[config.mk]
export PLATFORM = sky130hd
export DESIGN_NAME = mcrw_mfr_cmd_regs
export DESIGN_NICKNAME = d
export VERILOG_FILES = /design/src/hdl/mcrw_mfr_cmd_regs.v
export VERILOG_INCLUDE_DIRS = /design/src /design/src/hdl
export SDC_FILE = /design/constraint.sdc
export NUM_CORES = 2
export LEC_CHECK = 0
export BUFFER_PORTS_ARGS = -buffer_cell sky130_fd_sc_hd__buf_2
export CELL_PAD_IN_SITES_DETAIL_PLACEMENT = 1
export CELL_PAD_IN_SITES_GLOBAL_PLACEMENT = 1
export CORE_MARGIN = 4
export CORE_UTILIZATION = 53
export CTS_BUF_LIST = sky130_fd_sc_hd__clkbuf_8
export DETAILED_ROUTE_END_ITERATION = 7
export HOLD_SLACK_MARGIN = 0.05
export PLACE_DENSITY = 0.95
export SETUP_SLACK_MARGIN = 0.1
export SYNTH_ARGS = -nofsm -noshare
export SYNTH_HDL_FRONTEND = slang
export SYNTH_SLANG_ARGS = --single-unit
[constraint.sdc]
create_clock -name clk_sys_i -period 29.6 [get_ports clk_sys_i]
set_clock_uncertainty 0.2 [all_clocks]
set_input_delay 5.92 -clock clk_sys_i [delete_from_list [all_inputs] [get_ports clk_sys_i]]
set_output_delay 5.92 -clock clk_sys_i [all_outputs]
set_load 0.03 [all_outputs]
[src/hdl/mcrw_defines.vh]
`ifndef MCRW_DEFINES_VH
`define MCRW_DEFINES_VH
// command codes of the register file
`define MCRW_CMD_DAC        8'hD0
`define MCRW_CMD_PG_DLY     8'hD1
`define MCRW_CMD_WD_FIRST   8'hD2
`define MCRW_CMD_WD_NEXT    8'hD3
`define MCRW_CMD_PAGE_MASK  8'hD4
`define MCRW_CMD_PADS       8'hD5
`define MCRW_CMD_BASE_ADDR  8'hD6
`define MCRW_CMD_ID         8'hD7
`define MCRW_CMD_LOT        8'hD8
`define MCRW_CMD_DISCH      8'hD9
`define MCRW_CMD_CFG        8'hDA
`define MCRW_CMD_STATUS     8'hDB
`define MCRW_PAGE_ALL       8'hFF
// field positions
`define MCRW_CFG_MODE_HI    5
`define MCRW_CFG_MODE_LO    4
`define MCRW_CFG_WD_GATE    0
`define MCRW_ST_DISCH       0
`define MCRW_ST_WD          1
// reset values
`define MCRW_RST_W16        16'h0000
`define MCRW_RST_W8         8'h00
`define MCRW_RST_BASE       7'h5C
`define MCRW_RST_MASK       8'hFF
// timing
`define MCRW_CLK_MHZ        200
`define MCRW_T_TICK_US      10
`define MCRW_TICK_CYC       (`MCRW_T_TICK_US * `MCRW_CLK_MHZ)
`define MCRW_T_BASE_US      200
`define MCRW_BASE_TICKS     (`MCRW_T_BASE_US / `MCRW_T_TICK_US)
`define MCRW_T_MS_US        1000
`define MCRW_MS_TICKS       (`MCRW_T_MS_US / `MCRW_T_TICK_US)
`define MCRW_SHARE_TO_TICKS (2 * `MCRW_BASE_TICKS)
`define MCRW_PG_MAX_MS      13100
`define MCRW_PG_MAX         (`MCRW_PG_MAX_MS * `MCRW_T_MS_US / `MCRW_T_BASE_US)
`define MCRW_WDN_MAX_MS     600
`define MCRW_WDN_MAX        (`MCRW_WDN_MAX_MS * `MCRW_MS_TICKS)
`define MCRW_WDF_MAX_MS     65000
`define MCRW_WDF_MAX        (`MCRW_WDF_MAX_MS)
`define MCRW_COEF_ONE       1024
`define MCRW_COEF_MAX       65536
`define MCRW_ADDR_OFS_MAX   4'd9
`endif

[src/hdl/mcrw_mfr_cmd_regs.v]
`include "mcrw_defines.vh"

module mcrw_mfr_cmd_regs #(
    parameter [11:0] TICK_CYC = `MCRW_TICK_CYC,
    parameter [2:0]  CHAN     = 3'd0,
    parameter [15:0] ID_CODE  = 16'h5A5A, // arbitrary value
    parameter [7:0]  LOT_CODE = 8'h3C     // arbitrary value
) (
    input  wire        clk_sys_i,
    input  wire        resetn_i,
    input  wire        cmd_wr_i,
    input  wire        cmd_rd_i,
    input  wire [7:0]  cmd_code_i,
    input  wire [15:0] cmd_wdata_i,
    input  wire [7:0]  page_i,
    output reg  [15:0] cmd_rdata_o,
    output reg         cmd_ack_o,
    output reg         cmd_nak_o,
    output reg         chan_sel_o,
    input  wire [6:0]  bus_addr_i,
    input  wire [3:0]  addr_offset_i,
    output reg  [6:0]  bus_addr_o,
    output reg         addr_match_o,
    input  wire        share_clk_i,
    input  wire        watchdog_kick_i,
    input  wire        channel_on_input0_i,
    input  wire        channel_on_input1_i,
    input  wire [3:0]  fault_line_i,
    input  wire [3:0]  fault_drive_i,
    input  wire [1:0]  addr_select_pad0_i,
    input  wire [1:0]  addr_select_pad1_i,
    input  wire        pg_valid_i,
    input  wire        chan_on_i,
    input  wire        rise_done_i,
    input  wire        chan_on_cmd_i,
    input  wire [15:0] vout_meas_i,
    input  wire [15:0] vout_cmd_i,
    input  wire        soft_done_i,
    input  wire [9:0]  soft_code_i,
    output reg         pwrgd_oe_o,
    output reg         alert_oe_o,
    output reg  [9:0]  dac_code_o,
    output reg         dac_connect_o,
    output reg         dac_soft_req_o,
    output reg         chan_enable_o
);

    localparam [3:0] WD_OFF   = 4'b0001;
    localparam [3:0] WD_ARM   = 4'b0010;
    localparam [3:0] WD_FIRST = 4'b0100;
    localparam [3:0] WD_NEXT  = 4'b1000;

    // exponent/mantissa word to ticks, scaled by mult, rounded, clamped
    function [31:0] l11_ticks;
        input [15:0] w;
        input [10:0] mult;
        input [31:0] maxv;
        reg signed [5:0] e;
        reg [47:0]       p;
        integer          sh;
        begin
            e = {w[15], w[15:11]};
            p = 48'h0;
            // negative mantissa counts as zero
            if (!w[10])
                p = {37'h0, w[10:0]} * {37'h0, mult};
            if (e >= 0) begin
                sh = e;
                p  = p << sh;
            end else begin
                sh = -e;
                p  = (p + (48'h1 << (sh - 1))) >> sh;
            end
            if (p > {16'h0, maxv})
                l11_ticks = maxv;
            else
                l11_ticks = p[31:0];
        end
    endfunction

    // two-flop synchronisers for every pin input
    reg [13:0] pin_m_q;
    reg [13:0] pin_s_q;
    reg        kick_d1_q;
    reg        share_d1_q;
    wire [13:0] pin_raw = {share_clk_i, watchdog_kick_i,
                           addr_select_pad1_i, addr_select_pad0_i,
                           channel_on_input1_i, channel_on_input0_i,
                           fault_line_i, 2'b00};
    always @(posedge clk_sys_i or negedge resetn_i) begin
        if (!resetn_i) begin
            pin_m_q    <= 14'h0000;
            pin_s_q    <= 14'h0000;
            kick_d1_q  <= 1'b0;
            share_d1_q <= 1'b0;
        end else begin
            pin_m_q    <= pin_raw;
            pin_s_q    <= pin_m_q;
            kick_d1_q  <= pin_s_q[12];
            share_d1_q <= pin_s_q[13];
        end
    end
    wire kick_rise  = pin_s_q[12] & ~kick_d1_q;
    wire share_edge = pin_s_q[13] & ~share_d1_q;

    // register file
    reg [9:0]  dac_q;
    reg [15:0] pg_dly_q;
    reg [15:0] wd_first_q;
    reg [15:0] wd_next_q;
    reg [7:0]  mask_q;
    reg [6:0]  base_q;
    reg [15:0] disch_q;
    reg [7:0]  cfg_q;
    reg [1:0]  flag_q;

    wire sel = (page_i == {5'h00, CHAN}) ||
               ((page_i == `MCRW_PAGE_ALL) && mask_q[CHAN]);
    wire wr_dac   = cmd_wr_i && (cmd_code_i == `MCRW_CMD_DAC) && sel;
    wire wr_cfg   = cmd_wr_i && (cmd_code_i == `MCRW_CMD_CFG) && sel;
    wire wr_disch = cmd_wr_i && (cmd_code_i == `MCRW_CMD_DISCH) && sel;
    wire wr_wdn   = cmd_wr_i && (cmd_code_i == `MCRW_CMD_WD_NEXT);
    wire wr_st    = cmd_wr_i && (cmd_code_i == `MCRW_CMD_STATUS);
    wire [1:0] mode = cfg_q[`MCRW_CFG_MODE_HI:`MCRW_CFG_MODE_LO];
    wire wd_gate = cfg_q[`MCRW_CFG_WD_GATE];

    // decoded tick counts, raw words kept for reads
    wire [31:0] pg_ticks = l11_ticks(pg_dly_q, 11'd5, `MCRW_PG_MAX);
    wire [31:0] wdn_ticks = l11_ticks(wd_next_q, 11'd100, `MCRW_WDN_MAX);
    wire [31:0] wdf_ticks = l11_ticks(wd_first_q, 11'd1, `MCRW_WDF_MAX);
    wire [31:0] coef_q10  = l11_ticks(disch_q, 11'd1024, `MCRW_COEF_MAX);

    wire dac_ok = wr_dac && chan_on_i && rise_done_i && mode[1];

    // simple registers, each write stores the raw word; discharge and config writes only when the page selects this channel
    always @(posedge clk_sys_i or negedge resetn_i) begin
        if (!resetn_i) begin
            pg_dly_q   <= `MCRW_RST_W16;
            wd_first_q <= `MCRW_RST_W16;
            wd_next_q  <= `MCRW_RST_W16;
            mask_q     <= `MCRW_RST_MASK;
            base_q     <= `MCRW_RST_BASE;
            disch_q    <= `MCRW_RST_W16;
            cfg_q      <= `MCRW_RST_W8;
        end else if (cmd_wr_i) begin
            case (cmd_code_i)
                `MCRW_CMD_PG_DLY:    pg_dly_q   <= cmd_wdata_i;
                `MCRW_CMD_WD_FIRST:  wd_first_q <= cmd_wdata_i;
                `MCRW_CMD_WD_NEXT:   wd_next_q  <= cmd_wdata_i;
                `MCRW_CMD_PAGE_MASK: mask_q     <= cmd_wdata_i[7:0];
                `MCRW_CMD_BASE_ADDR: base_q     <= cmd_wdata_i[6:0];
                `MCRW_CMD_DISCH: begin
                    if (sel)
                        disch_q <= cmd_wdata_i;
                end
                `MCRW_CMD_CFG: begin
                    if (sel)
                        cfg_q <= cmd_wdata_i[7:0];
                end
                default: ;
            endcase
        end
    end

    // converter code and connect control
    always @(posedge clk_sys_i or negedge resetn_i) begin
        if (!resetn_i) begin
            dac_q          <= 10'h000;
            dac_connect_o  <= 1'b0;
            dac_soft_req_o <= 1'b0;
        end else begin
            if (wr_cfg) begin
                if (cmd_wdata_i[5:4] == 2'b10) begin
                    dac_connect_o  <= 1'b1;
                    dac_soft_req_o <= 1'b0;
                end else if (cmd_wdata_i[5:4] == 2'b11) begin
                    dac_connect_o  <= 1'b0;
                    dac_soft_req_o <= 1'b1;
                end else begin
                    dac_connect_o  <= 1'b0;
                    dac_soft_req_o <= 1'b0;
                end
            end else if (dac_soft_req_o && soft_done_i) begin
                dac_connect_o  <= 1'b1;
                dac_soft_req_o <= 1'b0;
            end
            if (dac_soft_req_o && soft_done_i && !wr_cfg)
                dac_q <= soft_code_i;
            else if (dac_ok)
                dac_q <= cmd_wdata_i[9:0];
        end
    end

    // 10us tick, aligned to shared timebase edges while it runs
    reg [11:0] pre_q;
    reg [4:0]  base_cnt_q;
    reg [6:0]  ms_cnt_q;
    reg [5:0]  share_to_q;
    reg        tick_q;
    reg        base_tick_q;
    reg        ms_tick_q;
    wire share_on = (share_to_q < `MCRW_SHARE_TO_TICKS);
    always @(posedge clk_sys_i or negedge resetn_i) begin
        if (!resetn_i) begin
            pre_q       <= 12'h000;
            base_cnt_q  <= 5'h00;
            ms_cnt_q    <= 7'h00;
            share_to_q  <= 6'h3F;
            tick_q      <= 1'b0;
            base_tick_q <= 1'b0;
            ms_tick_q   <= 1'b0;
        end else begin
            tick_q      <= 1'b0;
            base_tick_q <= 1'b0;
            ms_tick_q   <= 1'b0;
            if (share_edge && share_on) begin
                pre_q <= 12'h000;
            end else if (pre_q >= TICK_CYC - 12'd1) begin
                pre_q  <= 12'h000;
                tick_q <= 1'b1;
            end else begin
                pre_q <= pre_q + 12'd1;
            end
            if (share_edge)
                share_to_q <= 6'h00;
            else if (tick_q && share_to_q != 6'h3F)
                share_to_q <= share_to_q + 6'd1;
            if (tick_q) begin
                if (base_cnt_q >= `MCRW_BASE_TICKS - 1) begin
                    base_cnt_q  <= 5'h00;
                    base_tick_q <= 1'b1;
                end else begin
                    base_cnt_q <= base_cnt_q + 5'd1;
                end
                if (ms_cnt_q >= `MCRW_MS_TICKS - 1) begin
                    ms_cnt_q  <= 7'h00;
                    ms_tick_q <= 1'b1;
                end else begin
                    ms_cnt_q <= ms_cnt_q + 7'd1;
                end
            end
        end
    end

    // watchdog state machine
    reg [3:0]  wd_st_q;
    reg [15:0] wd_cnt_q;
    reg        wd_exp_q;
    reg        pg_q;
    wire wd_en = (wd_first_q != 16'h0000) && (wd_next_q != 16'h0000);
    wire kick = kick_rise || (wr_wdn && cmd_wdata_i != 16'h0000);
    always @(posedge clk_sys_i or negedge resetn_i) begin
        if (!resetn_i) begin
            wd_st_q  <= WD_OFF;
            wd_cnt_q <= 16'h0000;
            wd_exp_q <= 1'b0;
        end else begin
            wd_exp_q <= 1'b0;
            case (wd_st_q)
                WD_OFF: begin
                    if (wd_en) begin
                        wd_st_q  <= wd_gate ? WD_ARM : WD_FIRST;
                        wd_cnt_q <= wdf_ticks[15:0];
                    end
                end
                WD_ARM: begin
                    if (!wd_en) begin
                        wd_st_q <= WD_OFF;
                    // skip the cycle in which our own expiry still shows power-good
                    end else if (pg_q && !wd_exp_q) begin
                        wd_st_q  <= WD_FIRST;
                        wd_cnt_q <= wdf_ticks[15:0];
                    end
                end
                WD_FIRST, WD_NEXT: begin
                    if (!wd_en) begin
                        wd_st_q <= WD_OFF;
                    end else if (kick) begin
                        wd_st_q  <= WD_NEXT;
                        wd_cnt_q <= wdn_ticks[15:0];
                    end else if ((wd_st_q == WD_FIRST) ? ms_tick_q : tick_q) begin
                        if (wd_cnt_q <= 16'd1) begin
                            wd_exp_q <= 1'b1;
                            wd_st_q  <= wd_gate ? WD_ARM : WD_NEXT;
                            wd_cnt_q <= wdn_ticks[15:0];
                        end else begin
                            wd_cnt_q <= wd_cnt_q - 16'd1;
                        end
                    end
                end
                default: wd_st_q <= WD_OFF;
            endcase
        end
    end

    // power-good assertion delay
    reg [15:0] pg_cnt_q;
    // timebase edges when present, internal 200us otherwise
    wire pg_tick = share_on ? share_edge : base_tick_q;
    always @(posedge clk_sys_i or negedge resetn_i) begin
        if (!resetn_i) begin
            pg_q     <= 1'b0;
            pg_cnt_q <= 16'h0000;
        end else if (!pg_valid_i || (wd_exp_q && wd_gate)) begin
            pg_q     <= 1'b0;
            pg_cnt_q <= 16'h0000;
        end else if (!pg_q) begin
            if ({16'h0, pg_cnt_q} >= pg_ticks)
                pg_q <= 1'b1;
            else if (pg_tick)
                pg_cnt_q <= pg_cnt_q + 16'd1;
        end
    end

    // discharge check at turn-on
    reg        on_cmd_d1_q;
    reg        hold_q;
    wire [32:0] thr_prod = {17'h0, vout_cmd_i} * {16'h0, coef_q10[16:0]};
    wire [15:0] thr      = thr_prod[25:10];
    // coefficient above one skips the check
    wire chk_en  = (coef_q10 <= `MCRW_COEF_ONE);
    wire not_low = chk_en && (vout_meas_i >= thr);
    wire on_rise = chan_on_cmd_i && !on_cmd_d1_q;
    wire hold_d  = on_rise ? not_low : (hold_q && not_low);
    always @(posedge clk_sys_i or negedge resetn_i) begin
        if (!resetn_i) begin
            on_cmd_d1_q   <= 1'b0;
            hold_q        <= 1'b0;
            chan_enable_o <= 1'b0;
        end else begin
            on_cmd_d1_q   <= chan_on_cmd_i;
            hold_q        <= hold_d;
            chan_enable_o <= chan_on_cmd_i && !hold_d;
        end
    end

    // sticky flags, write one to clear, a new event wins
    wire [1:0] flag_set = {wd_exp_q, on_rise && not_low};
    wire [1:0] flag_clr = wr_st ? cmd_wdata_i[1:0] : 2'b00;
    always @(posedge clk_sys_i or negedge resetn_i) begin
        if (!resetn_i) begin
            flag_q     <= 2'b00;
            alert_oe_o <= 1'b0;
            pwrgd_oe_o <= 1'b1;
        end else begin
            flag_q     <= (flag_q & ~flag_clr) | flag_set;
            // alert pulled low on expiry or discharge fault
            alert_oe_o <= |((flag_q & ~flag_clr) | flag_set);
            pwrgd_oe_o <= !pg_q;
        end
    end

    // device address from base plus offset
    wire [3:0] ofs = (addr_offset_i > `MCRW_ADDR_OFS_MAX) ?
                     `MCRW_ADDR_OFS_MAX : addr_offset_i;
    wire [6:0] dev_addr = base_q + {3'b000, ofs};
    always @(posedge clk_sys_i or negedge resetn_i) begin
        if (!resetn_i) begin
            bus_addr_o   <= `MCRW_RST_BASE;
            addr_match_o <= 1'b0;
        end else begin
            bus_addr_o   <= dev_addr;
            addr_match_o <= (bus_addr_i == dev_addr);
        end
    end

    // pad word: drive states, address codes, raw levels
    // 0 means this device pulls the pad low
    wire [15:0] pads = {pwrgd_oe_o ? 1'b0 : 1'b1, alert_oe_o ? 1'b0 : 1'b1,
                        ~fault_drive_i, pin_s_q[11:2]};

    // read mux and answer, registered one cycle after the request
    reg [15:0] rd_d;
    reg        known_d;
    always @* begin
        rd_d    = 16'h0000;
        known_d = 1'b1;
        case (cmd_code_i)
            `MCRW_CMD_DAC:       rd_d = sel ? {6'h00, dac_q} : 16'h0000;
            `MCRW_CMD_PG_DLY:    rd_d = pg_dly_q;
            `MCRW_CMD_WD_FIRST:  rd_d = wd_first_q;
            `MCRW_CMD_WD_NEXT:   rd_d = wd_next_q;
            `MCRW_CMD_PAGE_MASK: rd_d = {8'h00, mask_q};
            `MCRW_CMD_PADS:      rd_d = pads;
            `MCRW_CMD_BASE_ADDR: rd_d = {9'h000, base_q};
            `MCRW_CMD_ID:        rd_d = ID_CODE;
            `MCRW_CMD_LOT:       rd_d = sel ? {8'h00, LOT_CODE} : 16'h0000;
            `MCRW_CMD_DISCH:     rd_d = sel ? disch_q : 16'h0000;
            `MCRW_CMD_CFG:       rd_d = sel ? {8'h00, cfg_q} : 16'h0000;
            `MCRW_CMD_STATUS:    rd_d = {14'h0000, flag_q};
            default:             known_d = 1'b0;
        endcase
    end
    always @(posedge clk_sys_i or negedge resetn_i) begin
        if (!resetn_i) begin
            cmd_rdata_o <= 16'h0000;
            cmd_ack_o   <= 1'b0;
            cmd_nak_o   <= 1'b0;
            chan_sel_o  <= 1'b0;
            dac_code_o  <= 10'h000;
        end else begin
            cmd_ack_o  <= (cmd_wr_i || cmd_rd_i) && known_d;
            cmd_nak_o  <= (cmd_wr_i || cmd_rd_i) && !known_d;
            chan_sel_o <= sel;
            dac_code_o <= dac_q;
            if (cmd_rd_i)
                cmd_rdata_o <= rd_d;
        end
    end

endmodule // mcrw_mfr_cmd_regs

# After elaboration in Yosys (flattened, before gate mapping)
# Index checks and enable logic that the tools add are counted.
[classes] add_sub_neg=19 n_mul=3 order_cmp=17 n_eq_ne=31 n_shift=12 mux=76 n_bitwise=8 n_reduce_logical=58
[op_table] op="$mux 16" count=14
[op_table] op="$add 48x48->48" count=4
[op_table] op="$mux 48" count=4
[op_table] op="$pmux 16 s12" count=1
[op_table] op="$shl 1x32->48 const A" count=4
[op_table] op="$shr 48x32->48" count=4
[op_table] op="$gt 48x16->1 const B" count=3
[op_table] op="$neg 5->32" count=4
[op_table] op="$sub 32x2->32 const B" count=4
[op_table] op="$eq 8x8->1 const B" count=13
[op_table] op="$mux 32" count=2
[op_table] op="$gt 48x17->1 const B" count=1
[op_table] op="$pmux 16 s3" count=1
[op_table] op="$reduce_bool 16->1" count=3
[op_table] op="$shl 10x32->48" count=1
[op_table] op="$shl 14x32->48" count=1
[op_table] op="$shl 18x32->48" count=1
[op_table] op="$shl 20x32->48" count=1
[op_table] op="$mux 10" count=4
[op_table] op="$mux 4" count=9
[op_table] op="$ge 16x32->1" count=1
[op_table] op="$le 32x11->1 const B" count=1
[op_table] op="$mux 1" count=27
[op_table] op="$mul 16x17->26" count=1
[op_table] op="57 further kinds" count=115
[totals] register_bits=240 inputBits=110 out_inout_bits=42 wordCells=263

# Depth between registers and ports, before layout
[depth] ltp_word=15 mapped_depth=69 depth_no_buf=64

# Worst setup path before layout
# No wires, ideal clock.
[synth_timing] path_type="register -> register" start="register disch_q[11]" end="register chan_enable_o" arrival_ps=13915 t_required_ps=29271 path_slack_ps=15356 stages_incl_launch_ff=60 n_path_buf=6 period_less_slack_ps=14244 cell_sequence="dfrtp_1 > buf_2 > clkinv_1 > clkbuf_1 > ha_1 > buf_2 > nor2b_1 > nand2b_1 > ha_1 > clkbuf_1 > nand2_1 > a2111o_1 > a31oi_1 > mux2i_1 > buf_2 > nor2_1 > nand3_1 > nor2_1 > (+24 left out) > fa_1 > inv_1 > fa_1 > inv_1 > ha_1 > a21oi_1 > o21ai_0 > or4_1 > a21oi_1 > nor2_1 > o31a_1 > and4_1 > a2111oi_0 > xnor3_1 > ha_1 > a21o_1 > a31oi_1 > o41a_1"
[synth_via] elab_chain_cells=15 word_cells_on_any_way=18 classes_between="add/sub: 3; mul: 1; order compare: 4; shift: 3; mux: 3; reduce/logical: 4"
[synth_lines] item="start, declared" line="mcrw_mfr_cmd_regs.v:113" rtl="reg [15:0] disch_q;"
[synth_lines] item="start signal, assigned" line="mcrw_mfr_cmd_regs.v:143" rtl="disch_q <= `MCRW_RST_W16;"
[synth_lines] item="start signal, assigned" line="mcrw_mfr_cmd_regs.v:154" rtl="disch_q <= cmd_wdata_i;"
[synth_lines] item="$neg 5->32" line="mcrw_mfr_cmd_regs.v:71" rtl="sh = -e;"
[synth_lines] item="$sub 32x2->32" line="mcrw_mfr_cmd_regs.v:72" rtl="p = (p + (48'h1 << (sh - 1))) >> sh;"
[synth_lines] item="$shl 1x32->48" line="mcrw_mfr_cmd_regs.v:72"
[synth_lines] item="$add 48x48->48" line="mcrw_mfr_cmd_regs.v:72"
[synth_lines] item="$shr 48x32->48" line="mcrw_mfr_cmd_regs.v:72"
[synth_lines] item="$mux 48 *" line="mcrw_mfr_cmd_regs.v:67" rtl="if (e >= 0) begin"
[synth_lines] item="$gt 48x17->1" line="mcrw_mfr_cmd_regs.v:74" rtl="if (p > {16'h0, maxv})"
[synth_lines] item="$mux 32 *" line="mcrw_mfr_cmd_regs.v:74"
[synth_lines] item="$mul 16x17->26" line="mcrw_mfr_cmd_regs.v:318" rtl="wire [32:0] thr_prod = {17'h0, vout_cmd_i} * {16'h0, coef_q10[16:0]};"
[synth_lines] item="$ge 16x16->1" line="mcrw_mfr_cmd_regs.v:322" rtl="wire not_low = chk_en && (vout_meas_i >= thr);"
[synth_lines] item="$logic_and 1x1->1 *" line="mcrw_mfr_cmd_regs.v:322"
[synth_lines] item="$logic_and 1x1->1" line="mcrw_mfr_cmd_regs.v:324" rtl="wire hold_d = on_rise ? not_low : (hold_q && not_low);"
[synth_lines] item="$mux 1 *" line="mcrw_mfr_cmd_regs.v:324"
[synth_lines] item="$logic_not 1->1 *" line="mcrw_mfr_cmd_regs.v:333" rtl="chan_enable_o <= chan_on_cmd_i && !hold_d;"
[synth_lines] item="$logic_and 1x1->1 *" line="mcrw_mfr_cmd_regs.v:333"
[synth_lines] item="end signal, assigned" line="mcrw_mfr_cmd_regs.v:333"
[synth_lines] item="end, declared" line="mcrw_mfr_cmd_regs.v:45" rtl="output reg chan_enable_o"
# Mark *: on every way between the ends. The rest lies on a longest branch, timed or not.
# A chain may end at the register's enable or synchronous reset.

# Worst setup path after layout
[layout_timing] start="register disch_q[11]" end="register flag_q[0]"
[layout_via] elab_chain_cells=13 word_cells_on_any_way=16 classes_between="add/sub: 3; mul: 1; order compare: 4; shift: 3; mux: 2; bitwise: 1; reduce/logical: 2"
[layout_lines] item="$neg 5->32" line="mcrw_mfr_cmd_regs.v:71"
[layout_lines] item="$sub 32x2->32" line="mcrw_mfr_cmd_regs.v:72"
[layout_lines] item="$shl 1x32->48" line="mcrw_mfr_cmd_regs.v:72"
[layout_lines] item="$add 48x48->48" line="mcrw_mfr_cmd_regs.v:72"
[layout_lines] item="$shr 48x32->48" line="mcrw_mfr_cmd_regs.v:72"
[layout_lines] item="$mux 48 *" line="mcrw_mfr_cmd_regs.v:67"
[layout_lines] item="$gt 48x17->1" line="mcrw_mfr_cmd_regs.v:74"
[layout_lines] item="$mux 32 *" line="mcrw_mfr_cmd_regs.v:74"
[layout_lines] item="$mul 16x17->26" line="mcrw_mfr_cmd_regs.v:318"
[layout_lines] item="$ge 16x16->1" line="mcrw_mfr_cmd_regs.v:322"
[layout_lines] item="$logic_and 1x1->1 *" line="mcrw_mfr_cmd_regs.v:322"
[layout_lines] item="$logic_and 1x1->1 *" line="mcrw_mfr_cmd_regs.v:338" rtl="wire [1:0] flag_set = {wd_exp_q, on_rise && not_low};"
[layout_lines] item="$or 2x2->2 *" line="mcrw_mfr_cmd_regs.v:346" rtl="flag_q <= (flag_q & ~flag_clr) | flag_set;"
[layout_lines] item="end signal, assigned" line="mcrw_mfr_cmd_regs.v:346"
[layout_lines] item="end, declared" line="mcrw_mfr_cmd_regs.v:115" rtl="reg [1:0] flag_q;"
# Marked as above.

==> results by group <==
Timing
  • Slew of the pin with the lowest slew margin: about 1500 ps
  • Fin Hold WS: 152 ps
  • Final setup vio count: 0
  • Fin crit share: between 60% and 70%
  • RSZ-0062 raised after global routing: false
  • Final Hold Fails: 0
  • Max-slew violation count: 0
  • Total negative slack: 0 ps
  • Fin worst setup slack: 10920 ps
  • Final min period: around 19000 ps
  • Highest clock rate: around 54 MHz
  • Relative slew slack: 0.752%

Setup path
  • Most used cell, CP: a21o_1
  • Critical path class: flop to flop
  • Worst Setup SP: disch_q[11]
  • Slowest CP cell: nor2_2
  • Worst setup SP type: flop
  • Worst path arrival time: approximately 19000 ps
  • Max incr delay on CP: ~800 ps
  • Critical path required time: 29960 ps
  • R2r startpoint: disch_q[11]
  • Crit Path Max Fanout: 42
  • Worst Setup End Kind: flop

Synthesis
  • YS warnings: 0
  • Synth Register Bits: 240
  • Mux contribution to synthesized area: around 6.9%
  • Simple-gate share of the synthesized area: between 20% and 30%
  • Most frequent cell after synthesis: nand2_1
  • Post-synth top cells: nand2_1, nor2_1, inv_1
  • Mapped cell area: about 0.033 mm^2
  • Mapped Cells: a little over 4000
  • Ys flop type: dfrtp_1
  • Adder-Cell Fraction of Synth Area: between 20% and 30%
  • Post-Synth XOR/XNOR Area: ~3.7%
  • Post-synth cell types: slightly above 100
  • Largest family of logic cells by synthesized area: simple AND/OR/NAND/NOR gates
  • Seq/Total Area, Yosys: 18.2%
  • Post-synth EDFFs: 0
  • Top cells by area, synth: dfrtp_1, fa_1, ha_1, nand2_1, mux2_2
  • Post-synth ARST share: 100%
  • Synth Area per Inst: a little over 8 um^2
  • Synth Area in Compound Gates: ~20%
  • Largest area contributor in the netlist: dfrtp_1
  • Area share of the largest cell type after synthesis: 16.3%

Job
  • Maxcap violations: 1

Status
  • Failing checks: design-rule violations, max-capacitance violations
  • Status: complete, but fails checks

Power
  • Logic pwr share: a little over a third
  • Pwr/cell area: approximately 35 mW/mm^2
  • Int Pwr: slightly above 700 uW
  • Leakage power: 0.0162 uW
  • Psw: approximately 540 uW
  • Switching part of the total: between 40% and 50%
  • Peak VDD IR: 37.5 uV
  • Total power: 1260 uW
  • Clock power share: between 30% and 40%
  • Sequential power share: 32.2%

CTS
  • CTS resizes: 0
  • Clk_lat worst skew: between 700 and 800 ps
  • Postcts setup bufs: 0
  • Clk slew on worst S/H paths: about 70 ps
  • Cts hold-fix bufs: 0
  • Max Root-Sink Buffers: 3
  • CTS sink count: 240
  • Cts bufs inserted: 46
  • CTS tree: built
  • CTS root buf: clkbuf_8
  • H-tree depth: 2

GRT
  • GRT Residual Overflow: 0
  • GRT Total Usage: a little over two fifths
  • Pin count of the biggest net entering global routing: between 150 and 200
  • Global-route wire length before repair: about 230000 um
  • Initial antenna violation count: 22
  • Vias in the first global route: about 38000

Min path
  • HP Start: pin_m_q[9]
  • Hold/Removal Path Class: flop to flop

Floorplanning
  • DIE HEIGHT: about 260 um
  • Core box area: ~0.06 mm^2
  • Num rows: 91
  • Starting Density: 53.7%
  • Chip Width: ~260 um
  • Die area: 0.0667 mm^2
  • IO Count: between 150 and 200

Placement
  • Final GP Congestion: 0.977
  • Pre-CTS WS: 12290 ps
  • Cell Area, Placed: 0.0345 mm^2
  • Detailed placer's ending HPWL: 101000 um
  • # port buffers: 151

Route
  • Routed wire length: around 150000 um
  • Residual DRC: 23
  • Routed Antenna Nets: 0
  • Drt pass-1 iters: 8
  • Initial drt markers: 4930
  • Number of vias per cell: just over 7
  • Vias: between 30000 and 40000
  • Wire per inst: about 30 um

Final layout
  • Area growth syn-to-layout: 7.24%
  • Fin area: about 0.036 mm^2
  • Share of cells above drive strength 1: a little under an eighth
  • Nets: approximately 4700
==> power by group through the flow <==
stage | clock network (uW) | registers (uW) | logic, uW
final | 410 | 407 | 447
after global routing | 420 | 408 | 473
after CTS | 401 | 402 | 429
after detailed placement | 0 | 405 | 416
after global placement | 0 | 401 | 392
after floorplan | 0 | 393 | 287
==> final cells by class <==
class                           count  area [um^2]
Antenna cell                       14         35.0
Clock buffer                       56          771
Clock inverter                     28          272
Fill cell                        7524        26200
Inverter                          361         1360
Multi-Input combinational cell   3279        24900
Sequential cell                   240         6040
Tap cell                          837         1050
Timing Repair Buffer              201         1160
==> sequential cells by signal (all words and copies together) (netlist names), 5 cells and up <==
name         count
cmd_rdata_o     16
disch_q         16
pg_cnt_q        16
pg_dly_q        16
wd_cnt_q        16
wd_first_q      16
wd_next_q       16
pin_m_q         12
pin_s_q         12
pre_q           12
dac_code_o      10
dac_q           10
cfg_q            8
mask_q           8
base_q           7
bus_addr_o       7
ms_cnt_q         7
share_to_q       6
base_cnt_q       5
==> worst max-delay path: cells and delay by family (launching register included) <==
family                     cells  cell delay [ps]
muxes                          1              410
buffers and inverters          6             1380
AOI/OAI and AO/OA             23             6570
and+or+nand+nor               16             3870
adders and majority gates     12             5580
DFF                            1              340
xor gates and xnor gates       1              160
==> kinds of logic (layout without fill, tap and decap cells) <==
| group | after synthesis | count (layout) |
|---|---|---|
| flops | 240 | 240 |
| mux | 202 | 202 |
| other cells | 1 | 16 |
| xor+xnor | 136 | 136 |
| fa+ha+maj | 460 | 460 |
| compound gates | 952 | 952 |
| simple gates | 1527 | 1527 |
| buf+inv | 596 | 646 |
==> worst paths after layout <==
kind,to,slack (ps),cells past startpoint
min in group asynchronous,wd_cnt_q[9],5060,1
setup / recovery,flag_q[0],10920,59
hold reg to reg,pin_s_q[9],150,0
hold / removal,pin_s_q[9],150,0
max in group asynchronous,pre_q[10],22770,2
setup reg to reg,flag_q[0],10920,59
==> stage by stage <==
stage	util, %	instances
CTS	57.5	5000
global route	57.6	5009
detailed placement	55.8	4916
floorplan	-	4115
finish	57.6	5016
global placement	55.8	4916
==> metal layers <==
metal  global-route usage (%)  share of wire (%)  up-vias  routed length (um)
met3                     12.9                 12     1154               17700
met1                     50.4                 34    17500               51200
met5                        0               0.10        -                 152
met2                     68.1                 44     2960               65600
met4                     31.1                9.5       22               14100
li1                         -                  -    14600                   -
==> layout by cell type (no fill, tap or decap), types with 45 or more instances in the layout <==
| cell type | synthesis | layout |
|---|---|---|
| mux2_2 | 121 | 121 |
| or3_1 | 46 | 46 |
| fa_1 | 200 | 200 |
| and2_1 | 157 | 157 |
| nand2b_1 | 45 | 45 |
| nor2b_1 | 74 | 74 |
| o21ai_0 | 176 | 176 |
| clkbuf_8 | 0 | 56 |
| buf_2 | 11 | 151 |
| nor2_1 | 354 | 354 |
| a21oi_1 | 198 | 198 |
| inv_1 | 350 | 363 |
| a31oi_1 | 45 | 45 |
| a21o_1 | 50 | 50 |
| nand2_1 | 414 | 414 |
| xnor2_1 | 92 | 91 |
| mux2i_1 | 72 | 72 |
| ha_1 | 260 | 260 |
| nor3_1 | 116 | 116 |
| dfrtp_1 | 216 | 215 |
| buf_4 | 1 | 47 |
| nand3_1 | 98 | 98 |
No activity file was read; power rests on OpenSTA's default activity.
